--- src/tv_filter_pkg.sv ---
package tv_filter_pkg;

  // ********************************
  // register map
  // ********************************
  localparam logic [7:0] MODE_REG_ADDR      = 8'h00;
  localparam logic [7:0] FLICKER_REG_ADDR   = 8'h01;
  localparam logic [7:0] BANDWIDTH_REG_ADDR = 8'h02;
  localparam logic [7:0] MODE_RESET         = 8'h6A;
  localparam logic [7:0] FLICKER_RESET      = 8'h27;
  localparam logic [7:0] BANDWIDTH_RESET    = 8'h1E;
  localparam logic [7:0] FLICKER_MASK       = 8'h7F;

  // ********************************
  // field positions
  // ********************************
  localparam int SR_LSB       = 0;
  localparam int VOS_LSB      = 3;
  localparam int IR_LSB       = 5;
  localparam int NONTEXT_LSB  = 0;
  localparam int TEXT_LSB     = 2;
  localparam int CHROMA_LSB   = 4;
  localparam int FORMAT_BIT   = 6;
  localparam int CV_LSB       = 0;
  localparam int SV_LSB       = 2;
  localparam int CBW_BIT      = 4;
  localparam int ROUTE_BIT    = 5;
  localparam int LOCK_BIT     = 6;
  localparam int DEFEAT_BIT   = 7;

  // ********************************
  // stream sizing
  // ********************************
  localparam int FIFO_DEPTH_DEF = 8;
  localparam int SAMPLE_W       = 10;
  localparam int ACC_W          = 12;
  localparam int NUM_FILT       = 4;

  typedef enum logic [1:0] {STD_PAL, STD_NTSC, STD_PAL_M, STD_NTSC_J} video_std_t;
  typedef enum logic [2:0] {RC_54, RC_STD, RC_58, RC_59, RC_HALF} ratio_class_t;

  typedef struct packed {
    logic        [SAMPLE_W-1:0] y;
    logic signed [SAMPLE_W-1:0] cb;
    logic signed [SAMPLE_W-1:0] cr;
    logic                       text;
    logic                       vblank;
    logic                       field_start;
  } pixel_t;

  typedef struct packed {
    logic [SAMPLE_W-1:0] ch0;
    logic [SAMPLE_W-1:0] ch1;
    logic [SAMPLE_W-1:0] ch2;
  } dac_t;

endpackage : tv_filter_pkg

--- src/stream_fifo.sv ---
`timescale 1ns/1ps
module stream_fifo #(
  parameter int WIDTH = 8,
  parameter int DEPTH = 8
) (
  // clock and reset
  input  wire logic             i_clk,
  input  wire logic             i_nrst,
  // fill side
  input  wire logic [WIDTH-1:0] i_data,
  input  wire logic             i_valid,
  output logic                  o_ready,
  // drain side
  output logic [WIDTH-1:0]      o_data,
  output logic                  o_valid,
  input  wire logic             i_ready
);

  localparam int PW = $clog2(DEPTH);
  localparam int CW = $clog2(DEPTH + 1);

  generate
    if (DEPTH < 2)
    begin : g_bad_depth
      $error("stream_fifo depth must be at least 2");
    end
  endgenerate

  logic [WIDTH-1:0] mem_r   [DEPTH];
  logic [WIDTH-1:0] mem_nxt [DEPTH];
  logic [PW-1:0]    wr_r, wr_nxt, rd_r, rd_nxt;
  logic [CW-1:0]    cnt_r, cnt_nxt;
  logic             rdy_r, rdy_nxt, val_r, val_nxt;
  logic             push, pop;

  // ********************************
  // pointer and storage update
  // ********************************
  always_comb
  begin
    push    = i_valid && rdy_r;
    pop     = val_r && i_ready;
    mem_nxt = mem_r;
    wr_nxt  = wr_r;
    rd_nxt  = rd_r;
    if (push)
    begin
      mem_nxt[wr_r] = i_data;
      wr_nxt        = (wr_r == PW'(DEPTH - 1)) ? '0 : wr_r + 1'b1;
    end
    if (pop)
    begin
      rd_nxt = (rd_r == PW'(DEPTH - 1)) ? '0 : rd_r + 1'b1;
    end
    cnt_nxt = cnt_r + CW'(push) - CW'(pop);
    // registered flags keep both handshakes free of combinational paths
    rdy_nxt = cnt_nxt != CW'(DEPTH);
    val_nxt = cnt_nxt != '0;
  end

  always_ff @(posedge i_clk or negedge i_nrst)
  begin
    if (!i_nrst)
    begin
      for (int i = 0; i < DEPTH; i++)
      begin
        mem_r[i] <= '0;
      end
      wr_r  <= '0;
      rd_r  <= '0;
      cnt_r <= '0;
      rdy_r <= 1'b0;
      val_r <= 1'b0;
    end
    else
    begin
      mem_r <= mem_nxt;
      wr_r  <= wr_nxt;
      rd_r  <= rd_nxt;
      cnt_r <= cnt_nxt;
      rdy_r <= rdy_nxt;
      val_r <= val_nxt;
    end
  end

  assign o_ready = rdy_r;
  assign o_valid = val_r;
  assign o_data  = mem_r[rd_r];

endmodule : stream_fifo

--- src/tv_flicker_bandwidth_control.sv ---
`timescale 1ns/1ps
module tv_flicker_bandwidth_control #(
  parameter int FIFO_DEPTH = tv_filter_pkg::FIFO_DEPTH_DEF
) (
  // clock and reset
  input  wire logic                      i_clk,
  input  wire logic                      i_nrst,
  // decoded serial register port
  input  wire logic                      i_reg_wr,
  input  wire logic [7:0]                i_reg_addr,
  input  wire logic [7:0]                i_reg_wdata,
  output logic [7:0]                     o_reg_rdata,
  // pixel stream in
  input  wire tv_filter_pkg::pixel_t     i_pix,
  input  wire logic                      i_pix_valid,
  output logic                           o_pix_ready,
  // dac stream out
  output tv_filter_pkg::dac_t            o_dac,
  output logic                           o_dac_valid,
  input  wire logic                      i_dac_ready,
  // active settings of the sample on o_dac
  output tv_filter_pkg::video_std_t      o_video_std,
  output logic                           o_rgb_mode,
  output logic [2:0]                     o_luma_taps,
  output logic [2:0]                     o_chroma_taps,
  output logic                           o_dot_crawl,
  output logic                           o_subcarrier_locked
);
  import tv_filter_pkg::*;

  generate
    if (FIFO_DEPTH < 2)
    begin : g_bad_depth
      $error("fifo depth must be at least 2");
    end
  endgenerate

  // ********************************
  // decode helpers
  // ********************************
  function automatic ratio_class_t ratio_of(input logic [7:0] mode);
    logic big;
    big = mode[IR_LSB +: 3] == 3'h7;
    case (mode[SR_LSB +: 3])
      3'h0:    ratio_of = RC_54;
      3'h5:    ratio_of = RC_58;
      3'h6:    ratio_of = big ? RC_59 : RC_STD;
      3'h7:    ratio_of = big ? RC_HALF : RC_STD;
      default: ratio_of = RC_STD;
    endcase
  endfunction : ratio_of

  function automatic logic [2:0] taps_of(input ratio_class_t rc, input logic [1:0] sel, input logic chroma);
    case (rc)
      RC_54:   taps_of = (sel == 2'h0) ? 3'h2 : 3'h3;
      RC_58:   taps_of = (sel == 2'h3) ? (chroma ? 3'h5 : 3'h6) : 3'h2 + {1'b0, sel};
      RC_59:   taps_of = 3'h3 + {1'b0, sel};
      RC_HALF: taps_of = (sel == 2'h0) ? 3'h3 : (sel == 2'h3) ? 3'h7 : 3'h5;
      default: taps_of = 3'h2 + {1'b0, sel};
    endcase
  endfunction : taps_of

  // wider setting means a smaller shift and so a higher corner frequency
  function automatic logic [1:0] luma_shift(input logic [1:0] sel);
    luma_shift = 2'h3 - sel;
  endfunction : luma_shift

  function automatic logic [SAMPLE_W-1:0] clamp(input logic signed [ACC_W:0] v);
    if (v < 0)
      clamp = '0;
    else if (v > 13'sh03FF)
      clamp = 10'h3FF;
    else
      clamp = v[SAMPLE_W-1:0];
  endfunction : clamp

  // ********************************
  // input buffer
  // ********************************
  pixel_t fifo_pix;
  logic   fifo_valid, fifo_rdy, take, fs_take;
  logic   dac_valid_r, dac_valid_nxt;

  stream_fifo #(.WIDTH($bits(pixel_t)), .DEPTH(FIFO_DEPTH)) u_fifo (
    .i_clk   (i_clk),
    .i_nrst  (i_nrst),
    .i_data  (i_pix),
    .i_valid (i_pix_valid),
    .o_ready (o_pix_ready),
    .o_data  (fifo_pix),
    .o_valid (fifo_valid),
    .i_ready (fifo_rdy)
  );

  assign fifo_rdy = !dac_valid_r || i_dac_ready;
  assign take     = fifo_valid && fifo_rdy;
  assign fs_take  = take && fifo_pix.field_start;

  // ********************************
  // registers and field shadows
  // ********************************
  logic [7:0] mode_r, mode_nxt, ff_r, ff_nxt, bw_r, bw_nxt;
  logic [7:0] act_mode_r, act_mode_nxt, act_ff_r, act_ff_nxt, act_bw_r, act_bw_nxt;
  logic [7:0] rdata_r, rdata_nxt;
  logic [7:0] eff_mode, eff_ff, eff_bw;

  always_comb
  begin
    mode_nxt = mode_r;
    ff_nxt   = ff_r;
    bw_nxt   = bw_r;
    if (i_reg_wr)
    begin
      case (i_reg_addr)
        MODE_REG_ADDR:      mode_nxt = i_reg_wdata;
        FLICKER_REG_ADDR:   ff_nxt   = i_reg_wdata & FLICKER_MASK;
        BANDWIDTH_REG_ADDR: bw_nxt   = i_reg_wdata;
        default:            mode_nxt = mode_r;
      endcase
    end
    case (i_reg_addr)
      MODE_REG_ADDR:      rdata_nxt = mode_r;
      FLICKER_REG_ADDR:   rdata_nxt = ff_r;
      BANDWIDTH_REG_ADDR: rdata_nxt = bw_r;
      default:            rdata_nxt = 8'h00;
    endcase
    // a field always runs on one coefficient set; writes wait for the next field
    act_mode_nxt = fs_take ? mode_r : act_mode_r;
    act_ff_nxt   = fs_take ? ff_r : act_ff_r;
    act_bw_nxt   = fs_take ? bw_r : act_bw_r;
    eff_mode     = fs_take ? mode_r : act_mode_r;
    eff_ff       = fs_take ? ff_r : act_ff_r;
    eff_bw       = fs_take ? bw_r : act_bw_r;
  end

  always_ff @(posedge i_clk or negedge i_nrst)
  begin
    if (!i_nrst)
    begin
      mode_r     <= MODE_RESET;
      ff_r       <= FLICKER_RESET;
      bw_r       <= BANDWIDTH_RESET;
      act_mode_r <= MODE_RESET;
      act_ff_r   <= FLICKER_RESET;
      act_bw_r   <= BANDWIDTH_RESET;
      rdata_r    <= 8'h00;
    end
    else
    begin
      mode_r     <= mode_nxt;
      ff_r       <= ff_nxt;
      bw_r       <= bw_nxt;
      act_mode_r <= act_mode_nxt;
      act_ff_r   <= act_ff_nxt;
      act_bw_r   <= act_bw_nxt;
      rdata_r    <= rdata_nxt;
    end
  end

  assign o_reg_rdata = rdata_r;

  // ********************************
  // chroma prefilter and subcarrier
  // ********************************
  logic signed [SAMPLE_W-1:0] prev_cb_r, prev_cb_nxt, prev_cr_r, prev_cr_nxt;
  logic [1:0]                 phase_r, phase_nxt, cur_phase;
  logic                       alt_r, alt_nxt, dot_en;
  logic signed [ACC_W-1:0]    fx [NUM_FILT];
  logic [1:0]                 fk [NUM_FILT];
  logic signed [ACC_W-1:0]    filt [NUM_FILT];
  video_std_t                 std_eff;

  always_comb
  begin
    std_eff = video_std_t'(eff_mode[VOS_LSB +: 2]);
    // blanking defeat drops chroma to its minimum setting, so dot-crawl averaging stops too
    dot_en  = eff_ff[CHROMA_LSB +: 2] == 2'h3 && !(eff_bw[DEFEAT_BIT] && fifo_pix.vblank);
    fx[0]   = {2'h0, fifo_pix.y};
    fx[1]   = {2'h0, fifo_pix.y};
    fx[2]   = dot_en ? ACC_W'((ACC_W'(fifo_pix.cb) + ACC_W'(prev_cb_r)) >>> 1) : ACC_W'(fifo_pix.cb);
    fx[3]   = dot_en ? ACC_W'((ACC_W'(fifo_pix.cr) + ACC_W'(prev_cr_r)) >>> 1) : ACC_W'(fifo_pix.cr);
    fk[0]   = luma_shift(eff_bw[CV_LSB +: 2]);
    fk[1]   = luma_shift(eff_bw[SV_LSB +: 2]);
    fk[2]   = eff_bw[CBW_BIT] ? 2'h1 : 2'h2;
    fk[3]   = fk[2];
    // locked subcarrier restarts at every field, free-running one never does
    cur_phase   = (fs_take && eff_bw[LOCK_BIT]) ? 2'h0 : phase_r;
    phase_nxt   = take ? cur_phase + 2'h1 : phase_r;
    alt_nxt     = fs_take ? !alt_r : alt_r;
    prev_cb_nxt = take ? fifo_pix.cb : prev_cb_r;
    prev_cr_nxt = take ? fifo_pix.cr : prev_cr_r;
  end

  always_ff @(posedge i_clk or negedge i_nrst)
  begin
    if (!i_nrst)
    begin
      phase_r   <= 2'h0;
      alt_r     <= 1'b0;
      prev_cb_r <= '0;
      prev_cr_r <= '0;
    end
    else
    begin
      phase_r   <= phase_nxt;
      alt_r     <= alt_nxt;
      prev_cb_r <= prev_cb_nxt;
      prev_cr_r <= prev_cr_nxt;
    end
  end

  // ********************************
  // bandwidth low-pass filters
  // ********************************
  // one-pole filters: cheap, but corners only track the table in steps
  for (genvar g = 0; g < NUM_FILT; g++)
  begin : g_lp
    logic signed [ACC_W-1:0] acc_r, acc_nxt;
    logic signed [ACC_W:0]   diff;
    always_comb
    begin
      diff    = {fx[g][ACC_W-1], fx[g]} - {acc_r[ACC_W-1], acc_r};
      acc_nxt = take ? acc_r + ACC_W'(diff >>> fk[g]) : acc_r;
    end
    always_ff @(posedge i_clk or negedge i_nrst)
    begin
      if (!i_nrst)
        acc_r <= '0;
      else
        acc_r <= acc_nxt;
    end
    assign filt[g] = acc_nxt;
  end

  // ********************************
  // output stage
  // ********************************
  dac_t                  dac_r, dac_nxt;
  video_std_t            std_r, std_nxt;
  logic                  rgb_r, rgb_nxt, dot_r, dot_nxt, lock_r, lock_nxt;
  logic [2:0]            ltap_r, ltap_nxt, ctap_r, ctap_nxt, min_luma_taps;
  logic signed [ACC_W:0] chroma, cr_sgn;
  logic [1:0]            lsel, csel;
  ratio_class_t          rc;

  always_comb
  begin
    rc     = ratio_of(eff_mode);
    cr_sgn = ((std_eff == STD_PAL || std_eff == STD_PAL_M) && alt_r) ? -(ACC_W+1)'(filt[3]) : (ACC_W+1)'(filt[3]);
    case (cur_phase)
      2'h0:    chroma = (ACC_W+1)'(filt[2]);
      2'h1:    chroma = cr_sgn;
      2'h2:    chroma = -(ACC_W+1)'(filt[2]);
      default: chroma = -cr_sgn;
    endcase
    lsel = fifo_pix.text ? eff_ff[TEXT_LSB +: 2] : eff_ff[NONTEXT_LSB +: 2];
    csel = eff_ff[CHROMA_LSB +: 2];
    if (eff_bw[DEFEAT_BIT] && fifo_pix.vblank)
    begin
      lsel = 2'h0;
      csel = 2'h0;
    end
    min_luma_taps = taps_of(rc, 2'h0, 1'b0);
    dac_valid_nxt = take ? 1'b1 : (i_dac_ready ? 1'b0 : dac_valid_r);
    dac_nxt       = dac_r;
    std_nxt       = std_r;
    rgb_nxt       = rgb_r;
    dot_nxt       = dot_r;
    lock_nxt      = lock_r;
    ltap_nxt      = ltap_r;
    ctap_nxt      = ctap_r;
    if (take)
    begin
      std_nxt  = std_eff;
      rgb_nxt  = eff_ff[FORMAT_BIT];
      dot_nxt  = dot_en;
      lock_nxt = eff_bw[LOCK_BIT];
      ltap_nxt = taps_of(rc, lsel, 1'b0);
      ctap_nxt = taps_of(rc, csel, 1'b1);
      if (eff_ff[FORMAT_BIT])
      begin
        dac_nxt.ch0 = fifo_pix.y;
        dac_nxt.ch1 = fifo_pix.cb;
        dac_nxt.ch2 = fifo_pix.cr;
      end
      else
      begin
        dac_nxt.ch1 = clamp({filt[1][ACC_W-1], filt[1]});
        dac_nxt.ch2 = clamp(chroma + 13'sh0200);
        if (eff_bw[ROUTE_BIT])
          dac_nxt.ch0 = clamp({filt[0][ACC_W-1], filt[0]} + chroma);
        else
          dac_nxt.ch0 = clamp({filt[1][ACC_W-1], filt[1]});
      end
    end
  end

  always_ff @(posedge i_clk or negedge i_nrst)
  begin
    if (!i_nrst)
    begin
      dac_valid_r <= 1'b0;
      dac_r       <= '0;
      std_r       <= STD_PAL;
      rgb_r       <= 1'b0;
      dot_r       <= 1'b0;
      lock_r      <= 1'b0;
      ltap_r      <= 3'h2;
      ctap_r      <= 3'h2;
    end
    else
    begin
      dac_valid_r <= dac_valid_nxt;
      dac_r       <= dac_nxt;
      std_r       <= std_nxt;
      rgb_r       <= rgb_nxt;
      dot_r       <= dot_nxt;
      lock_r      <= lock_nxt;
      ltap_r      <= ltap_nxt;
      ctap_r      <= ctap_nxt;
    end
  end

  assign o_dac               = dac_r;
  assign o_dac_valid         = dac_valid_r;
  assign o_video_std         = std_r;
  assign o_rgb_mode          = rgb_r;
  assign o_luma_taps         = ltap_r;
  assign o_chroma_taps       = ctap_r;
  assign o_dot_crawl         = dot_r;
  assign o_subcarrier_locked = lock_r;
endmodule : tv_flicker_bandwidth_control

--- config.mk ---
export PLATFORM = sky130hd
export DESIGN_NAME = tv_flicker_bandwidth_control
export DESIGN_NICKNAME = d
export VERILOG_FILES = /design/src/tv_filter_pkg.sv /design/src/stream_fifo.sv /design/src/tv_flicker_bandwidth_control.sv
export SDC_FILE = /design/constraint.sdc
export NUM_CORES = 1
export LEC_CHECK = 0
export BUFFER_PORTS_ARGS = -buffer_cell sky130_fd_sc_hd__buf_4
export CAP_MARGIN = 20
export CORE_AREA = 4 4 249 299
export DETAILED_ROUTE_END_ITERATION = 12
export DIE_AREA = 0 0 253 303
export HOLD_SLACK_MARGIN = 0.03
export PLACE_DENSITY_LB_ADDON = 0.1
export SETUP_SLACK_MARGIN = 0.5
export SLEW_MARGIN = 20
export SYNTH_ARGS = -nofsm -noshare
export SYNTH_HDL_FRONTEND = slang
export SYNTH_SLANG_ARGS = --single-unit
--- constraint.sdc ---
create_clock -name i_clk -period 9 [get_ports i_clk]
set_input_delay 1.8 -clock i_clk [delete_from_list [all_inputs] [get_ports i_clk]]
set_output_delay 1.8 -clock i_clk [all_outputs]
set_load 0.02 [all_outputs]
==> flow_summary.toml <==
[outcome]
status = "finished, final reports clean"

[placement]
place_ws_ps = -559
gp_congestion = 0.868
portBuffers = 104
dp_hpwl_mm = 55.4

[hold_path]
hold_path.class = "reg -> reg"

[cts]
cts_buffers = 49
htreeDepth = 2
tritoncts = "done"
clk_pin_slew_ps = 60
cts-root-buf = "clkbuf_16"
ctsLongestPathBuffers = 3
hold_buffers = 0
clock-sinks = 443
clk_latency_ps = 610

[worst_setup_path]
cp.required_ps = 9440
critPathTopFamily = "compound AO/OA/AOI/OAI gates"
crit_path_start_kind = "input pin"
critical_path.endpoint_type = "flip-flop"
max_stage_delay_ps = 370
cp.arrival_ps = 8920
critPathMaxFanout = 7
path_class = "in -> reg"
crit_slowest_cell = "or3_1"
cp_num_buf_inv = 6

[timing]
finalSetupViolCount = 0
report.final.slew_viol_count = 0
period_needed_ps = 8470
hold_viol = 0
period_share_pct = 94.1
slew_headroom_pct = 32.5
rsz0062_at_grt = "true"
clock_skew_ps = 44.1
worstMarginPinSlew_ps = 993
fin_ws_ps = 527
clock.fmax_mhz = 118

[route]
vias = 20800
ant_nets = 0
drt-initial-drc-count = 1074
dr.pass1.iters = 7
wl_mm = 78.7
wire_per_inst_um = 20.6
drcViolationCount = 0
vias_per_cell = 5.44

[floorplan]
core_um2 = 71200
die_area_um2 = 76700
fp.dieW_um = 253
rows = 107
die_height_um = 303
io_pins = 105
start_util_pct = 37.9

[global_route]
global_route.usage.met2_pct = 36.2
grt_max_degree = 141
use_met3_pct = 2.50
antenna_found_initial = 1
grt_pass1_vias = 21200
grt_pass1_wl_mm = 122
grt_use_met1_pct = 26.0
overflow = 0
grt_most_used_layer = "met2"
grt.total_usage_pct = 20.1

[layout]
drive_above_1_share_pct = 37.0
diodes = 0
syn_to_final_growth_pct = 24.0
nNetsFinal = 3061

[synth]
ys_top_cells_by_area = "dfrtp_1 (39%), mux2_2 (13%), ha_1 (6.5%)"
yosys-top-cells-count = "dfrtp_1 (417), mux2_2 (318), nor2_1 (201), nand2_1 (190), inv_1 (155)"
async_flop_share_pct = 100
ys_ff_latch = 443
yosys.area.top_type = "dfrtp_1"
avgSynthCellArea_um2 = 10.6
synth_edf_count = 0
synth_top_area_share_pct = 38.7
netlist_area_um2 = 27000
ys_seq_area_share_pct = 41.2
ys.flop_type = "dfrtp_1"
ys_types = 86
yosysMostFrequentCell = "dfrtp_1"
yosysWarnings = 0
syn_nets = 2752
syn-instance-count = 2545

[job]
cap_violations = 0
state kept, by name (all words and copies together) (netlist names), 2 cells and up:
| signal | flops |
|---|---|
| u_fifo.mem_r | 264 |
| g_lp.acc_r | 48 |
| o_dac | 30 |
| prev_cb_r | 10 |
| prev_cr_r | 10 |
| act_bw_r | 8 |
| act_mode_r | 8 |
| bw_r | 8 |
| mode_r | 8 |
| o_reg_rdata | 8 |
| act_ff_r | 7 |
| ff_r | 7 |
| u_fifo.cnt_r | 4 |
| o_chroma_taps | 3 |
| o_luma_taps | 3 |
| u_fifo.rd_r | 3 |
| u_fifo.wr_r | 3 |
| o_video_std | 2 |
| phase_r | 2 |
per-stage QoR:
step                      setup TNS, ps  area (µm²)  utilization, %  hold slack, ps  cells
after floorplan                       0       27200               -             442   2545
after global placement            -3180       30400            42.7             457   3684
after detailed placement          -5510       30400            42.7             458   3684
after CTS                             0       32600            45.7             471   3797
after global routing                  0       33500            47.0             494   3821
final                                 0       33500            47.0             468   3821
area by class of cell:
type | count | area [µm²]
Clock buffer | 70 | 1440
Clock inverter | 22 | 239
Fill cell | 6641 | 37800
Inverter | 159 | 597
Multi-Input combinational cell | 1833 | 16000
Sequential cell | 443 | 11100
Tap cell | 926 | 1160
Timing Repair Buffer | 368 | 2950
worst reg2reg max path: cells and delay by family (launching register included):
family | cells | cell delay, ps
AO/OA/AOI/OAI | 12 | 2330
adder cells (fa/ha/maj) | 3 | 760
buffers and inverters | 7 | 1050
flip-flops | 1 | 430
AND/OR/NAND/NOR | 13 | 1990
multiplexers | 3 | 1020
XOR/XNOR | 3 | 650
timing repair:
action | CTS | global route
pin swaps | 41 | 62
buffers inserted | 20 | 23
resized for setup | 66 | 142
endpoints found under the setup margin | 20 | 20
gates cloned | 1 | 1
cells in the final DEF, fill, tap and decap left out, types with 62 or more instances in the layout:
cell     count
mux4_2      67
a21oi_1    113
dfrtp_1    414
mux2i_1     62
buf_4      344
nor2_1     190
inv_1      151
nand2_1    183
mux2_2     315
ha_1       119
o21ai_0     99
final timing paths:
| kind | cells past startpoint | startpoint | end | slack, ps |
|---|---|---|---|---|
| min in group asynchronous | 1 | i_nrst | prev_cr_r[9]$_DFFE_PN0N_ | 1210 |
| worst min register to register | 1 | prev_cr_r[0]$_DFFE_PN0N_ | prev_cr_r[0]$_DFFE_PN0N_ | 470 |
| worst max-delay path | 40 | i_dac_ready | o_dac[29]$_DFFE_PN0N_ | 530 |
| max in group asynchronous | 2 | i_nrst | u_fifo.mem_r[227]$_DFFE_PN0P_ | 6480 |
| worst min-delay path | 1 | prev_cr_r[0]$_DFFE_PN0N_ | prev_cr_r[0]$_DFFE_PN0N_ | 470 |
| worst max register to register | 41 | u_fifo.rd_r[0]$_DFFE_PN0N_ | o_dac[29]$_DFFE_PN0N_ | 640 |
layer usage:
layer	part of all wire [%]	up-vias
met5	0.025	-
met1	44	10600
met2	51	351
met3	3.3	113
li1	-	9752
met4	2.3	2
cell families (layout without fill, tap and decap cells):
logic type | after synthesis | after routing | synth area share, %
simple gates | 601 | 601 | 10.3
compound gates | 514 | 515 | 12.1
mux | 461 | 461 | 21.7
flops | 443 | 443 | 41.2
buf+inv | 270 | 619 | 3.78
fa+ha+maj | 153 | 153 | 7.43
xor+xnor | 103 | 103 | 3.40
Power is left out: the tool's default activity adds up to more than one toggle a clock period on the data nets, which glitch-free logic cannot reach.
